`config.mk`:
```
export PLATFORM = sky130hd
export DESIGN_NAME = mscc_top
export DESIGN_NICKNAME = d
export VERILOG_FILES = /design/src/mscc_pkg.sv /design/src/mscc_unit_gate.sv /design/src/mscc_top.sv
export SDC_FILE = /design/constraint.sdc
export NUM_CORES = 1
export LEC_CHECK = 0
export ABC_AREA = 1
export BUFFER_PORTS_ARGS = -buffer_cell sky130_fd_sc_hd__clkbuf_2
export CAP_MARGIN = 20
export CORE_MARGIN = 3
export CORE_UTILIZATION = 42
export DETAILED_ROUTE_END_ITERATION = 10
export PLACE_DENSITY = 0.85
export SKIP_LAST_GASP = 1
export SLEW_MARGIN = 0
export SYNTH_ARGS = -nofsm -noshare
export SYNTH_HDL_FRONTEND = slang
export SYNTH_SLANG_ARGS = --single-unit
```
`constraint.sdc`:
```
create_clock -name core_clk -period 1.1 [get_ports core_clk]
set_input_delay 0.055 -clock core_clk [delete_from_list [all_inputs] [get_ports core_clk]]
set_output_delay 0.055 -clock core_clk [all_outputs]
set_load 0.005 [all_outputs]
```
`src/mscc_pkg.sv`:
```
// Package for the module standby and clock output control block
`default_nettype none
package mscc_pkg;
    // Register byte addresses on APB
    localparam logic [7:0] MSCC_STOP_CTRL_ADDR  = 8'h00;
    localparam logic [7:0] MSCC_STATUS_ADDR     = 8'h04;
    localparam logic [7:0] MSCC_OPSTATE_ADDR    = 8'h08;
    // Field layout of the module stop control register
    localparam int MSCC_NUM_UNITS  = 6;
    localparam int MSCC_CLKSTOP_POS = 7;
    localparam int MSCC_DMA_POS     = 2;
    localparam int MSCC_REFRESH_POS = 1;
    localparam logic [7:0] MSCC_CTRL_RESET = 8'h00;
    localparam logic [7:0] MSCC_CTRL_WMASK = 8'hBF;
    // Value a halted unit returns on reads
    localparam logic [7:0] MSCC_STANDBY_READ = 8'hFF;
    localparam logic [31:0] MSCC_ZERO32 = 32'h00000000;

    // Chip operating states seen by the clock output pin
    typedef enum logic [1:0] {
        MSCC_OP_NORMAL,
        MSCC_OP_SLEEP,
        MSCC_OP_SW_STANDBY,
        MSCC_OP_HW_STANDBY
    } mscc_opstate_e;

    // Peripheral register access from the internal bus
    typedef struct packed {
        logic       sel;
        logic       wr;
        logic [2:0] unit;
        logic [7:0] wdata;
    } mscc_periph_req_s;

    // Clock output pin as two signals: level and output enable
    typedef struct packed {
        logic o;
        logic oe;
    } mscc_clk_pin_s;
endpackage
`default_nettype wire

```
`src/mscc_unit_gate.sv`:
```
// Per-unit standby gate: halt, reset and access blocking for one peripheral
`default_nettype none
module mscc_unit_gate
    import mscc_pkg::*;
(
    input  wire logic       core_clk,
    input  wire logic       rst,
    input  wire logic       stop_bit,
    input  wire logic       acc_sel,
    input  wire logic       acc_wr,
    input  wire logic [7:0] unit_rdata,
    output logic            unit_halt_q,
    output logic            unit_reset,
    output logic            unit_wr_en,
    output logic            pin_func_en,
    output logic [7:0]      gated_rdata_q
);
    logic halt_d;

    // Halt takes effect one core clock after the stop bit is set, two after the control write cycle
    assign halt_d = stop_bit;
    always_ff @(posedge core_clk) begin
        if (rst) begin
            unit_halt_q <= 1'b0;
        end else begin
            unit_halt_q <= halt_d;
        end
    end

    // Unit registers held at reset values for the whole standby period
    assign unit_reset  = rst | unit_halt_q;
    // Writes dropped while halted
    assign unit_wr_en  = acc_sel & acc_wr & ~unit_halt_q;
    // Pins fall back to the port logic when halted
    assign pin_func_en = ~unit_halt_q;

    // Registered read data, all ones in standby
    always_ff @(posedge core_clk) begin
        if (rst) begin
            gated_rdata_q <= 8'h00;
        end else if (acc_sel && !acc_wr) begin
            gated_rdata_q <= unit_halt_q ? MSCC_STANDBY_READ : unit_rdata;
        end
    end
endmodule
`default_nettype wire

```
`src/mscc_top.sv`:
```
// Module standby and system clock output control with APB register access
//
// Design decisions made here: the address map and register access over APB.
`default_nettype none
module mscc_top
    import mscc_pkg::*;
#(
    parameter int NUM_UNITS = MSCC_NUM_UNITS
)(
    input  wire logic                  core_clk,
    input  wire logic                  rst,
    // APB slave
    input  wire logic                  psel,
    input  wire logic                  penable,
    input  wire logic                  pwrite,
    input  wire logic [7:0]            paddr,
    input  wire logic [31:0]           pwdata,
    output logic                       pready,
    output logic                       pslverr,
    output logic [31:0]                prdata,
    // Master of the current APB cycle is the DMA controller
    input  wire logic                  bus_master_dma,
    // Operating state and clock source
    input  wire logic [1:0]            op_state,
    input  wire logic                  sys_clk_src,
    // Bus requests from DMA and refresh units, for checking only
    input  wire logic                  dma_bus_req,
    input  wire logic                  refresh_bus_req,
    // Peripheral register access
    input  wire mscc_periph_req_s      periph_req,
    input  wire logic [8*NUM_UNITS-1:0] unit_rdata,
    output logic [7:0]                 periph_rdata,
    output logic [NUM_UNITS-1:0]       unit_halt,
    output logic [NUM_UNITS-1:0]       unit_reset,
    output logic [NUM_UNITS-1:0]       unit_wr_en,
    output logic [NUM_UNITS-1:0]       pin_func_en,
    // Clock output pin
    output var mscc_clk_pin_s          clk_pin
);
    logic [7:0]           module_stop_control_reg_q;
    logic [7:0]           ctrl_d;
    logic [NUM_UNITS-1:0] unit_stop_bits;
    logic                 clock_out_stop_bit;
    logic                 dma_unit_stop_bit;
    logic                 refresh_unit_stop_bit;
    logic                 apb_access;
    logic                 apb_wr;
    logic                 ctrl_wr;
    logic [31:0]          rdata_d;
    logic [7:0]           unit_rdq [NUM_UNITS];
    logic [2:0]           rd_unit_q;
    logic                 clk_gate_q;
    logic [1:0]           op_q;
    mscc_opstate_e        op_e;

    // Decode one register hit
    function automatic logic addr_hit(input logic [7:0] a, input logic [7:0] r);
        return a == r;
    endfunction

    // APB answers in the access phase with no wait states
    assign pready     = 1'b1;
    assign apb_access = psel & penable;
    assign apb_wr     = apb_access & pwrite;
    assign pslverr    = apb_access & ~(addr_hit(paddr, MSCC_STOP_CTRL_ADDR)
                        | addr_hit(paddr, MSCC_STATUS_ADDR)
                        | addr_hit(paddr, MSCC_OPSTATE_ADDR));

    // CPU-only write path; a DMA master may only read
    assign ctrl_wr = apb_wr & addr_hit(paddr, MSCC_STOP_CTRL_ADDR) & ~bus_master_dma;
    assign ctrl_d  = pwdata[7:0] & MSCC_CTRL_WMASK;

    // Stop control register
    always_ff @(posedge core_clk) begin
        if (rst) begin
            module_stop_control_reg_q <= MSCC_CTRL_RESET;
        end else if (ctrl_wr) begin
            module_stop_control_reg_q <= ctrl_d;
        end
    end

    assign unit_stop_bits        = module_stop_control_reg_q[NUM_UNITS-1:0];
    assign clock_out_stop_bit    = module_stop_control_reg_q[MSCC_CLKSTOP_POS];
    assign dma_unit_stop_bit     = unit_stop_bits[MSCC_DMA_POS];
    assign refresh_unit_stop_bit = unit_stop_bits[MSCC_REFRESH_POS];

    // Read data mux ahead of the prdata register; reserved bits read as zero
    always_comb begin
        rdata_d = MSCC_ZERO32;
        if (addr_hit(paddr, MSCC_STOP_CTRL_ADDR)) begin
            rdata_d[7:0] = module_stop_control_reg_q;
        end else if (addr_hit(paddr, MSCC_STATUS_ADDR)) begin
            rdata_d[NUM_UNITS-1:0] = unit_halt;
        end else if (addr_hit(paddr, MSCC_OPSTATE_ADDR)) begin
            rdata_d[1:0] = op_q;
        end
    end

    // Setup-phase capture so prdata is valid through the access phase
    always_ff @(posedge core_clk) begin
        if (rst) begin
            prdata <= MSCC_ZERO32;
        end else if (psel && !penable && !pwrite) begin
            prdata <= rdata_d;
        end
    end

    // One standby gate per unit
    genvar gi;
    generate
        for (gi = 0; gi < NUM_UNITS; gi++) begin : g_unit
            mscc_unit_gate u_gate (
                .core_clk      (core_clk),
                .rst           (rst),
                .stop_bit      (unit_stop_bits[gi]),
                .acc_sel       (periph_req.sel && periph_req.unit == 3'(gi)),
                .acc_wr        (periph_req.wr),
                .unit_rdata    (unit_rdata[8*gi +: 8]),
                .unit_halt_q   (unit_halt[gi]),
                .unit_reset    (unit_reset[gi]),
                .unit_wr_en    (unit_wr_en[gi]),
                .pin_func_en   (pin_func_en[gi]),
                .gated_rdata_q (unit_rdq[gi])
            );
        end
    endgenerate

    // Which unit the last peripheral read addressed
    always_ff @(posedge core_clk) begin
        if (rst) begin
            rd_unit_q <= 3'h0;
        end else if (periph_req.sel && !periph_req.wr) begin
            rd_unit_q <= periph_req.unit;
        end
    end

    // Out-of-range units read as all ones
    always_comb begin
        periph_rdata = MSCC_STANDBY_READ;
        for (int i = 0; i < NUM_UNITS; i++) begin
            if (rd_unit_q == 3'(i)) begin
                periph_rdata = unit_rdq[i];
            end
        end
    end

    // Operating state from other power logic on this clock
    always_ff @(posedge core_clk) begin
        if (rst) begin
            op_q <= 2'h0;
        end else begin
            op_q <= op_state;
        end
    end
    assign op_e = mscc_opstate_e'(op_q);

    // Gate enable updates once per core clock; a source not tied to core_clk may glitch
    always_ff @(posedge core_clk) begin
        if (rst) begin
            clk_gate_q <= 1'b0;
        end else begin
            clk_gate_q <= ~clock_out_stop_bit
                && (op_e == MSCC_OP_NORMAL || op_e == MSCC_OP_SLEEP);
        end
    end

    // Clock pin state by operating state and stop bit
    always_comb begin
        clk_pin.o  = 1'b0;
        clk_pin.oe = 1'b0;
        if (clock_out_stop_bit) begin
            clk_pin.oe = 1'b0;
        end else begin
            case (op_e)
                MSCC_OP_NORMAL, MSCC_OP_SLEEP: begin
                    clk_pin.oe = 1'b1;
                    clk_pin.o  = sys_clk_src & clk_gate_q;
                end
                MSCC_OP_SW_STANDBY: begin
                    clk_pin.oe = 1'b1;
                    clk_pin.o  = 1'b1;
                end
                MSCC_OP_HW_STANDBY: begin
                    clk_pin.oe = 1'b0;
                end
                default: begin
                    clk_pin.oe = 1'b0;
                end
            endcase
        end
    end
endmodule
`default_nettype wire

```
==> reports/qor.txt, run 1 <==
outcome -> finished, violations left
failing checks -> setup timing
Mapped Area -> 0.003812 mm^2
fillers -> 759
Switch Pwr -> 1612 uW
final setup vio count -> 9
Pwr per Cell Area -> 1102 mW/mm^2
Port Buf Inserts -> 118
first-pass GRT wire length -> 18140 um
Yosys warning count -> 0
Adder-Cell Fraction of Synth Area -> 0%
most common cell after layout, fill and taps aside -> clkbuf_2
Setup Crit Path Kind -> reg2out
Reg clk slew, reported paths -> 0.09 ns
cts bufs inserted -> 9
n_diodes -> 0
hold path cells -> 3
Post-Route WL -> 11990 um
core area -> 0.008763 mm^2
Avg Cell Area, Syn -> 6.995 um^2
critical path required time -> 1.04 ns
Clock Skew -> 0.01293 ns
worst-path maximum fanout -> 6
largest net degree at the start of global routing -> 38
crit start category -> flop
multiplexer share of the synthesized area -> 0%
placed cell areas -> 0.004427 mm^2
post-synthesis cell type count -> 24
most frequent cells in the layout -> clkbuf_2 (111), nand2_1 (86), dfxtp_1 (62)
detailed-placement wirelength estimate -> 8607 um
compound-cell area share of the yosys netlist -> 19.66%
Slew Viols, Final -> 0
CTS tree -> built
die area -> 0.01026 mm^2
share of cells above drive strength 1 -> 34.08%
CP endpoint kind -> output port
I/O Pins -> 180
min-delay worst type -> in2reg
antenna violations before repair -> 0
FF+latch count, synth -> 74
Comb power frac -> 17.3%
P_leak -> 0.002511 uW
CTS root buffer -> clkbuf_8
gp weighted congestion -> 0.9409
# rows -> 34
vias in the first global route -> 3827
Simple-Gate Fraction of Synth Area -> 23.20%
DRT iter0 DRCs -> 319
setup ws final -> -0.6522 ns
Net Sw Frac -> 27.53%
sequential area share after synthesis -> 38.86%
sequential share of power -> 47.1%
DR vias/cell -> 5.104
Final Cycle Share -> 159.3%
crit path time final -> 1.752 ns
CTS Buffer Depth -> 2
nets -> 817
RSZ-0062 raised after global routing -> yes
final hold vios -> 0
largest family of logic cells by synthesized area -> simple AND/OR/NAND/NOR gates
fmax -> 570.7 MHz
max-cap viol count -> 0
Clk network pwr share -> 35.6%
post-synthesis cell count -> 545
clk sinks -> 74
Die Width -> 101.3 um
initial core utilization -> 43.50%
die span in y -> 101.3 um
Detail Route Antenna Nets -> 0
WL/cell -> 14.66 um
clock latency on the worst-skew pair -> 0.35 ns
internal power -> 4245 uW
CTS H-tree lvls -> 3
GRT overflow -> 0
drt pass-1 iters -> 5
vias post-DR -> 4175
Final Instance Area -> 0.005314 mm^2
VDD IR-drop max -> 0.0004811 V
Setup WS pre-CTS -> -0.2892 ns
area grow syn2layout -> 39.38%
DRC Markers -> 0
XOR/XNOR Fraction of Synth Area -> 0%
CP arrival -> 1.70 ns
GRT Total Usage -> 22.45%
Reg2Reg Depth -> 4
-- power groups by stage --
stage	combinational (uW)	clock [uW]	sequential [uW]
finish	1010	2090	2760
global route	1100	2230	2770
CTS	936	2110	2760
detailed placement	786	0	2830
global placement	759	0	2830
floorplan	491	0	2820
-- path summary, 6_finish.rpt --
path / startpoint / end / slack (ns)
max reg2reg: g_unit[5].u_gate.unit_halt_q / g_unit[5].u_gate.gated_rdata_q[5] / 0.03
min: unit_rdata[40] / g_unit[5].u_gate.gated_rdata_q[0] / 0.006
min reg2reg: module_stop_control_reg_q[3] / g_unit[3].u_gate.unit_halt_q / 0.44
max: rd_unit_q[0] / periph_rdata[7] / -0.65
-- layer usage --
metal | up-vias | wire length (um) | GRT usage (%)
met4 | 0 | 325 | 9.100
met1 | 1941 | 4887 | 28.62
met3 | 33 | 905 | 4.821
met2 | 186 | 5874 | 36.92
met5 | - | 0 | 0
li1 | 2015 | - | -
-- logic make-up after synthesis --
family                 Yosys count
AND/OR/NAND/NOR                203
AO/OA/AOI/OAI                  135
buffers and inverters          131
flip-flops                      74
other                            2
-- through the flow --
| step | instances | total power (uW) | util (%) | hold WS (ns) | setup TNS [ns] |
|---|---|---|---|---|---|
| 3_3_place_gp | 755 | 3587 | 50.51 | 0.2551 | -1.528 |
| 4_1_cts | 815 | 5799 | 59.08 | 0.001577 | -4.410 |
| 2_1_floorplan | 569 | 3314 | - | 0.1620 | -0.01317 |
| 6_report | 818 | 5858 | 60.64 | 0.006145 | -4.808 |
| 3_5_place_dp | 755 | 3617 | 50.51 | 0.2579 | -2.455 |
| 5_1_grt | 818 | 6095 | 60.64 | 0.02130 | -5.622 |
-- worst max-delay path, stage by stage, from the launching register on --
cell and delay, ns:
dfxtp_4 0.38, buf_4 0.15, nand3_4 0.09, inv_1 0.08
nand2_1 0.08, nand2_1 0.08, a21oi_2 0.11, nand2_1 0.07
nand2_1 0.09, nand2_1 0.09, clkbuf_2 0.12
-- sequential cells by signal, summed over array words and instances, names as in the netlist --
register                     count
clk_gate_q                       1
g_unit.u_gate.unit_halt_q        6
g_unit.u_gate.gated_rdata_q     48
rd_unit_q                        3
prdata                           7
op_e                             2
module_stop_control_reg_q        7
-- timing repair --
| action | CTS | global route |
|---|---|---|
| pin swaps | 10 | 10 |
| hold endpoints to repair | 33 | 0 |
| endpoints found under the setup margin | 26 | 33 |
| hold buffers | 33 | 0 |
| gates resized for setup | 43 | 38 |
| setup buffers | 11 | 3 |
-- cell type report --
| type | instances | area (um^2) | area share [%] |
|---|---|---|---|
| clock buffers | 11 | 131.4 | 2.472 |
| clock inverters | 5 | 63.81 | 1.201 |
| inverters | 62 | 242.7 | 4.568 |
| multi-input cells | 364 | 1932 | 36.35 |
| flip-flops and latches | 74 | 1516 | 28.54 |
| well taps | 108 | 135.1 | 2.543 |
| repair buffers | 194 | 1292 | 24.32 |
-- synthesized netlist by cell type --
cell	count	area share [%]
o2111ai_1	1	0.23
nor3_4	2	0.85
nor4_1	4	0.66
nand2_1	94	9.3
or2_2	6	0.98
a21o_1	4	0.79
nor3_1	15	2.0
o211ai_1	19	3.7
clkbuf_1	15	1.5
inv_2	1	0.098
nand2_2	1	0.16
dfxtp_1	74	39
inv_1	61	6.0
o21ai_0	43	5.6
buf_2	2	0.26
nand4_1	1	0.16
conb_1	2	0.20
nor3_2	3	0.79
a21oi_1	63	8.3
nor2_1	58	5.7
buf_4	52	10
a211oi_1	5	0.98
nor2_2	5	0.82
nand3_1	14	1.8
(Power assumes the default switching activity.)
==> run 2: changes to the inputs <==
Settings changed: BUFFER_PORTS_ARGS -buffer_cell sky130_fd_sc_hd__clkbuf_2 to -buffer_cell sky130_fd_sc_hd__buf_2.
==> run 2 against run 1 <==
The flow still finishes with violations (setup timing). Maximum frequency is 2.8% higher. Sequential cell count stayed put. Combinational power hardly changed. Power is 1.1% higher. Critical path depth is 1 lower. Routed wire length is 1.1% lower. Clock power is 2% higher. Core utilization is 0.27 points higher. Register-to-register slack hardly changed. Die area stayed put. Final cell count is 0.86% higher. Global-route usage is 0.34 points higher. Largest cell class unchanged. Highest routed layer unchanged.
==> reports/qor.txt, run 2 (synthesis results as in run 1) <==
CP endpoint kind -> output port
gp weighted congestion -> 0.9463 (+0.57%)
WL met2 -> 5582 um (-5.0%)
Setup WS pre-CTS -> -0.2303 ns (+0.05889 ns)
initial core utilization -> 43.50% (unchanged)
Final Cycle Share -> 154.9% (-4.4 points)
I/O Pins -> 180 (unchanged)
most frequent cells in the layout -> buf_2 (115), nand2_1 (89), dfxtp_1 (62)
most common cell after layout, fill and taps aside -> buf_2
DRT iter0 DRCs -> 259 (-19%)
crit start category -> flop
share of cells above drive strength 1 -> 33.47% (-0.61 points)
Largest regs -> g_unit.u_gate.gated_rdata_q x48, module_stop_control_reg_q x7, prdata x7
Pwr per Cell Area -> 1110 mW/mm^2 (+0.66%)
placed cell areas -> 0.004454 mm^2 (+0.62%)
die span in y -> 101.3 um (unchanged)
Final Instance Area -> 0.005338 mm^2 (+0.45%)
critical path required time -> 1.04 ns (about the same)
WL/cell -> 14.38 um (-1.9%)
CTS tree -> built
GRT overflow -> 0 (unchanged)
largest net degree at the start of global routing -> 28 (-26%)
# rows -> 34 (unchanged)
drt pass-1 iters -> 5 (unchanged)
final hold vios -> 0 (unchanged)
vias in the first global route -> 4013 (+4.9%)
area grow syn2layout -> 40.01%
antenna violations before repair -> 0 (unchanged)
CTS Buffer Depth -> 2 (unchanged)
fillers -> 735 (-3.2%)
clock latency on the worst-skew pair -> 0.35 ns (about the same)
setup ws final -> -0.6038 ns (+0.04840 ns)
CTS H-tree lvls -> 3 (unchanged)
met1 wire length -> 4822 um (-1.3%)
max reg flops -> 48 (unchanged)
Die Width -> 101.3 um (unchanged)
Top Metal Used -> met4
Post-Route WL -> 11860 um (-1.1%)
cts bufs inserted -> 9 (unchanged)
fin cells -> 825 (+0.86%)
final setup vio count -> 10 (+1)
n_diodes -> 0 (unchanged)
Inst Count DP -> 757 (+0.26%)
VDD IR-drop max -> 0.0005619 V (+17%)
nets -> 824 (+0.86%)
detailed-placement wirelength estimate -> 8643 um (+0.42%)
Overall Power -> 5923 uW (+1.1%)
CP arrival -> 1.65 ns (-0.05 ns)
failing checks -> setup timing
P_leak -> 0.002528 uW (+0.68%)
RSZ-0062 raised after global routing -> yes
vias post-DR -> 4183 (+0.19%)
core area -> 0.008763 mm^2 (unchanged)
Setup Crit Path Kind -> reg2out
outcome -> finished, violations left
crit path time final -> 1.704 ns (-0.04840 ns)
DR vias/cell -> 5.070 (-0.66%)
fmax -> 586.9 MHz (+2.8%)
DRC Markers -> 0 (unchanged)
Detail Route Antenna Nets -> 0 (unchanged)
clk sinks -> 74 (unchanged)
worst-path maximum fanout -> 4 (-2)
Slew Viols, Final -> 0 (unchanged)
Clock Skew -> 0.008025 ns (-0.004903 ns)
max-cap viol count -> 0 (unchanged)
Reg clk slew, reported paths -> 0.08 ns (about the same)
CTS root buffer -> clkbuf_8
die area -> 0.01026 mm^2 (unchanged)
min-delay worst type -> in2reg
first-pass GRT wire length -> 18530 um (+2.2%)
Top reg by flops -> g_unit.u_gate.gated_rdata_q
worst hold margin -> 0.01324 ns (+0.007097 ns)
met3 wire length -> 985 um (+8.8%)
GRT Total Usage -> 22.80% (+0.34 points)
Port Buf Inserts -> 118 (unchanged)
run 2: changes by cell type in the layout (fill, tap and decap cells not counted), sizes merged:
| cell | delta |
|---|---|
| nand2 | +1 |
| clkbuf | -112 |
| buf | +115 |
| clkinv | +1 |
| dlygate4sd3 | +2 |
run 2: path summary, 6_finish.rpt:
kind	slack (ns)	start	to	cells after the start
max	-0.60	rd_unit_q[2]	periph_rdata[5]	9
min	0.01	pwdata[2]	module_stop_control_reg_q[2]	3
max reg2reg	0.03	g_unit[5].u_gate.unit_halt_q	g_unit[5].u_gate.gated_rdata_q[7]	4
min reg2reg	0.44	module_stop_control_reg_q[3]	g_unit[3].u_gate.unit_halt_q	2
run 2: layout make-up:
cell class | count | area (um^2) | share of cell area (%)
multi-input combinational | 365 | 1886 | 35.33
sequential | 74 | 1514 | 28.36
timing repair buffer | 200 | 1360 | 25.48
inverter | 62 | 240.2 | 4.501
clock buffer | 10 | 137.6 | 2.579
tap | 108 | 135.1 | 2.532
clock inverter | 6 | 65.06 | 1.219
run 2: critical path, cell delays in order, from the launching register on:
cell and delay, ns:
dfxtp_2 0.34, buf_6 0.12, nor3_4 0.20, buf_6 0.14, nand2_1 0.05, o211ai_1 0.09
nand2_1 0.11, nand2_1 0.07, nand2_1 0.05, buf_2 0.12
run 2: what timing repair did:
action                                 4_1_cts  5_1_grt
endpoints found under the hold margin       35        0
hold buffers                                35        0
cloned                                       1        0
setup endpoints to repair                   31       18
pin swaps                                   21        4
buffers inserted                            14        2
gates resized for setup                     41       20
run 2: per-layer routing:
layer / track usage [%] / up-vias
li1: - / 2034
met1: 28.13 / 1896
met2: 37.83 / 208
met3: 5.716 / 45
met4: 9.611 / 0
met5: 0 / -
run 2: report_power, final:
group | total, uW | leakage (uW) | internal (uW) | switching (uW)
Sequential | 2760 | 0.000607 | 2720 | 44.4
Combinational | 1020 | 0.00182 | 482 | 535
Clock | 2140 | 0.000103 | 1110 | 1030
run 2: stage by stage:
stage | TNS (ns) | utilization [%]
final | -4.704 | 60.91
after global routing | -5.761 | 60.91
after CTS | -4.550 | 59.91
after detailed placement | -2.949 | 50.83
after global placement | -1.805 | 50.83
after floorplan | -0.01317 | -
==> run 3: changes to the inputs <==
Settings changed: ABC_AREA 1 to default, CORE_MARGIN 3 to 10, PLACE_DENSITY 0.85 to 0.86.
==> run 3 against run 2 <==
Critical endpoint is now periph_rdata[6]. Maximum frequency is 1.5% lower. Clock-buffer cell count unchanged. The run ends with hold timing, setup timing left. Largest cell class unchanged. Critical path type unchanged. Sequential share of layout area shrank 2.1 points. Design area rose by 8.3%. Combinational power shrank 8%. Clock skew is 0.0024 ns higher.
==> reports/qor.txt, run 3 <==
post-synthesis cell type count -> 39 (+63%)
Slew Viols, Final -> 0 (unchanged)
Yosys warning count -> 0 (unchanged)
Die Width -> 114.5 um (+13%)
Reg clk slew, reported paths -> 0.09 ns (about the same)
DRC Markers -> 0 (unchanged)
Largest regs -> g_unit.u_gate.gated_rdata_q x48, module_stop_control_reg_q x7, prdata x7
DRT iter0 DRCs -> 234 (-9.7%)
DR vias/cell -> 5.272 (+4.0%)
VDD IR-drop max -> 0.0006273 V (+12%)
CTS H-tree lvls -> 3 (unchanged)
cell taking the most area after synthesis -> dfxtp_1
CTS root buffer -> clkbuf_8
most frequent cells in the layout -> buf_2 (105), nor2_1 (71), dfxtp_1 (62)
register area -> 0.001516 mm^2 (+0.17%)
initial core utilization -> 43.00% (-0.51 points)
Top reg by flops -> g_unit.u_gate.gated_rdata_q
failing checks -> hold timing, setup timing
antenna violations before repair -> 2 (+2)
Adder-Cell Fraction of Synth Area -> 0% (unchanged)
CP arrival -> 1.68 ns (+0.03 ns)
Final Cycle Share -> 157.3% (+2.4 points)
fillers -> 655 (-11%)
Detail Route Antenna Nets -> 0 (unchanged)
post-synthesis cell count -> 437 (-20%)
CP top delay family -> compound AO/OA/AOI/OAI gates
final hold vios -> 1 (+1)
final setup vio count -> 37 (+27)
multiplexer share of the synthesized area -> 9.142% (+9.1 points)
# rows -> 34 (unchanged)
P_leak -> 0.002464 uW (-2.5%)
Final Instance Area -> 0.005778 mm^2 (+8.3%)
reg2reg start -> g_unit[1].u_gate.unit_halt_q
largest stage delay on the critical path -> 0.37 ns (+0.03 ns)
core area -> 0.008721 mm^2 (-0.49%)
setup ws final -> -0.6304 ns (-0.02658 ns)
critical-path cell list -> buf_4, nand2_2, o22ai_1, a221oi_1, buf_2
FF+latch count, synth -> 74 (unchanged)
Post-Route WL -> 13660 um (+15%)
GRT Total Usage -> 19.76% (-3.0 points)
largest net degree at the start of global routing -> 41 (+46%)
number of synthesized flops with an enable pin -> 0 (unchanged)
worst-path maximum fanout -> 5 (+1)
WL/cell -> 18.79 um (+31%)
Avg Cell Area, Syn -> 8.581 um^2 (+23%)
hold_sp -> unit_rdata[22]
gp weighted congestion -> 0.8810 (-6.9%)
I/O Pins -> 180 (unchanged)
XOR/XNOR Fraction of Synth Area -> 0% (unchanged)
cts bufs inserted -> 9 (unchanged)
share of cells above drive strength 1 -> 51.86% (+18 points)
critical path required time -> 1.04 ns (about the same)
Simple-Gate Fraction of Synth Area -> 22.49% (-0.71 points)
worst hold margin -> -0.01003 ns (-0.02327 ns)
Buf/Inv on CP -> 2 (-1)
CP max-delay cell -> dfxtp_4
Setup Crit Path Kind -> reg2out
clk sinks -> 74 (unchanged)
min-delay worst type -> in2reg
Setup WS pre-CTS -> -0.5521 ns (-0.3218 ns)
crit start category -> flop
max reg flops -> 48 (unchanged)
crit path time final -> 1.730 ns (+0.02658 ns)
GRT overflow -> 0 (unchanged)
top post-synthesis cells by area -> dfxtp_1 (40%), buf_4 (10%), nor2_1 (8.1%), a211oi_1 (5.2%), mux2_2 (5.1%)
Yosys top cell area share -> 39.51% (+0.65 points)
detailed-placement wirelength estimate -> 9530 um (+10%)
compound-cell area share of the yosys netlist -> 13.95% (-5.7 points)
RSZ-0062 raised after global routing -> yes
Pwr per Cell Area -> 1003 mW/mm^2 (-9.6%)
Clock Skew -> 0.01041 ns (+0.002382 ns)
multi-input combinational cell area -> 0.002216 mm^2 (+18%)
fmax -> 577.9 MHz (-1.5%)
Mapped Area -> 0.003750 mm^2 (-1.6%)
die area -> 0.01311 mm^2 (+28%)
first-pass GRT wire length -> 20730 um (+12%)
most common cell after layout, fill and taps aside -> buf_2
outcome -> finished, violations left
placed cell areas -> 0.004688 mm^2 (+5.3%)
vias in the first global route -> 4110 (+2.4%)
setup tns final -> -6.743 ns (-2.040 ns)
sequential area share after synthesis -> 39.51% (+0.65 points)
clock latency on the worst-skew pair -> 0.36 ns (about the same)
CP endpoint kind -> output port
vias post-DR -> 3833 (-8.4%)
CTS Buffer Depth -> 2 (unchanged)
largest family of logic cells by synthesized area -> simple AND/OR/NAND/NOR gates
synth cell count leaders -> nor2_1 (81), dfxtp_1 (74), buf_4 (52)
area grow syn2layout -> 54.09%
drt pass-1 iters -> 4 (-1)
nets -> 726 (-12%)
die span in y -> 114.5 um (+13%)
Port Buf Inserts -> 118 (unchanged)
Setup crit start -> rd_unit_q[1]
Util after Layout -> 66.26% (+5.3 points)
n_diodes -> 0 (unchanged)
CTS tree -> built
max-cap viol count -> 0 (unchanged)
most common cell in the netlist -> nor2_1
asr flop ratio synth -> 0% (unchanged)
Top FF cell, synth -> dfxtp_1
run 3: area by class of cell:
type / instances / area share (%)
inverters: 7 / 0.4547
multi-input cells: 299 / 38.35
flip-flops and latches: 74 / 26.25
clock buffers: 10 / 2.209
well taps: 108 / 2.339
clock inverters: 6 / 1.169
repair buffers: 223 / 29.23
run 3: worst min-delay path, stage by stage:
cell and delay, ns:
buf_2 0.10, nor2_2 0.09, a211oi_2 0.07
run 3: final timing paths:
check                           cells past startpoint  slack, ns                           endpoint
worst max-delay path                                5      -0.63                    periph_rdata[6]
worst min-delay path                                3      -0.01  g_unit[2].u_gate.gated_rdata_q[6]
worst max register to register                      6       0.01                          prdata[1]
worst min register to register                      2       0.46                          prdata[0]
run 3: kinds of logic (layout without fill, tap and decap cells):
| group | after synthesis | in the layout |
|---|---|---|
| AO/OA/AOI/OAI | 77 | 77 |
| flip-flops | 74 | 74 |
| AND/OR/NAND/NOR | 169 | 169 |
| other | 2 | 26 |
| buffers and inverters | 88 | 246 |
| multiplexers | 27 | 27 |
run 3: routing by layer:
metal	track usage [%]	share of wire [%]	vias to the layer above	wire [um]
li1	-	-	1782	-
met4	5.514	2.4	2	326
met3	7.600	8.9	34	1210
met2	36.66	53	169	7247
met5	0	0.15	-	20
met1	19.92	36	1846	4856
run 3: report_power, final:
part / internal (uW) / total, uW / switching (uW) / leakage (uW)
Clock: 1050 / 2100 / 1050 / 0.0000925
Combinational: 492 / 939 / 446 / 0.00176
Sequential: 2710 / 2750 / 43.3 / 0.000607
run 3: stage by stage:
stage               std cells  power [uW]
global placement          666        3516
floorplan                 461        3271
global route              727        6018
detailed placement        666        3544
CTS                       726        5753
finish                    727        5794
run 3: timing repair:
item                                    CTS  global route
gates cloned                              0             1
pin swaps                                19            19
gates resized for setup                  78            41
buffers inserted                         19             3
endpoints found under the hold margin    25             0
hold buffers                             25             0
endpoints found under the setup margin   46            66
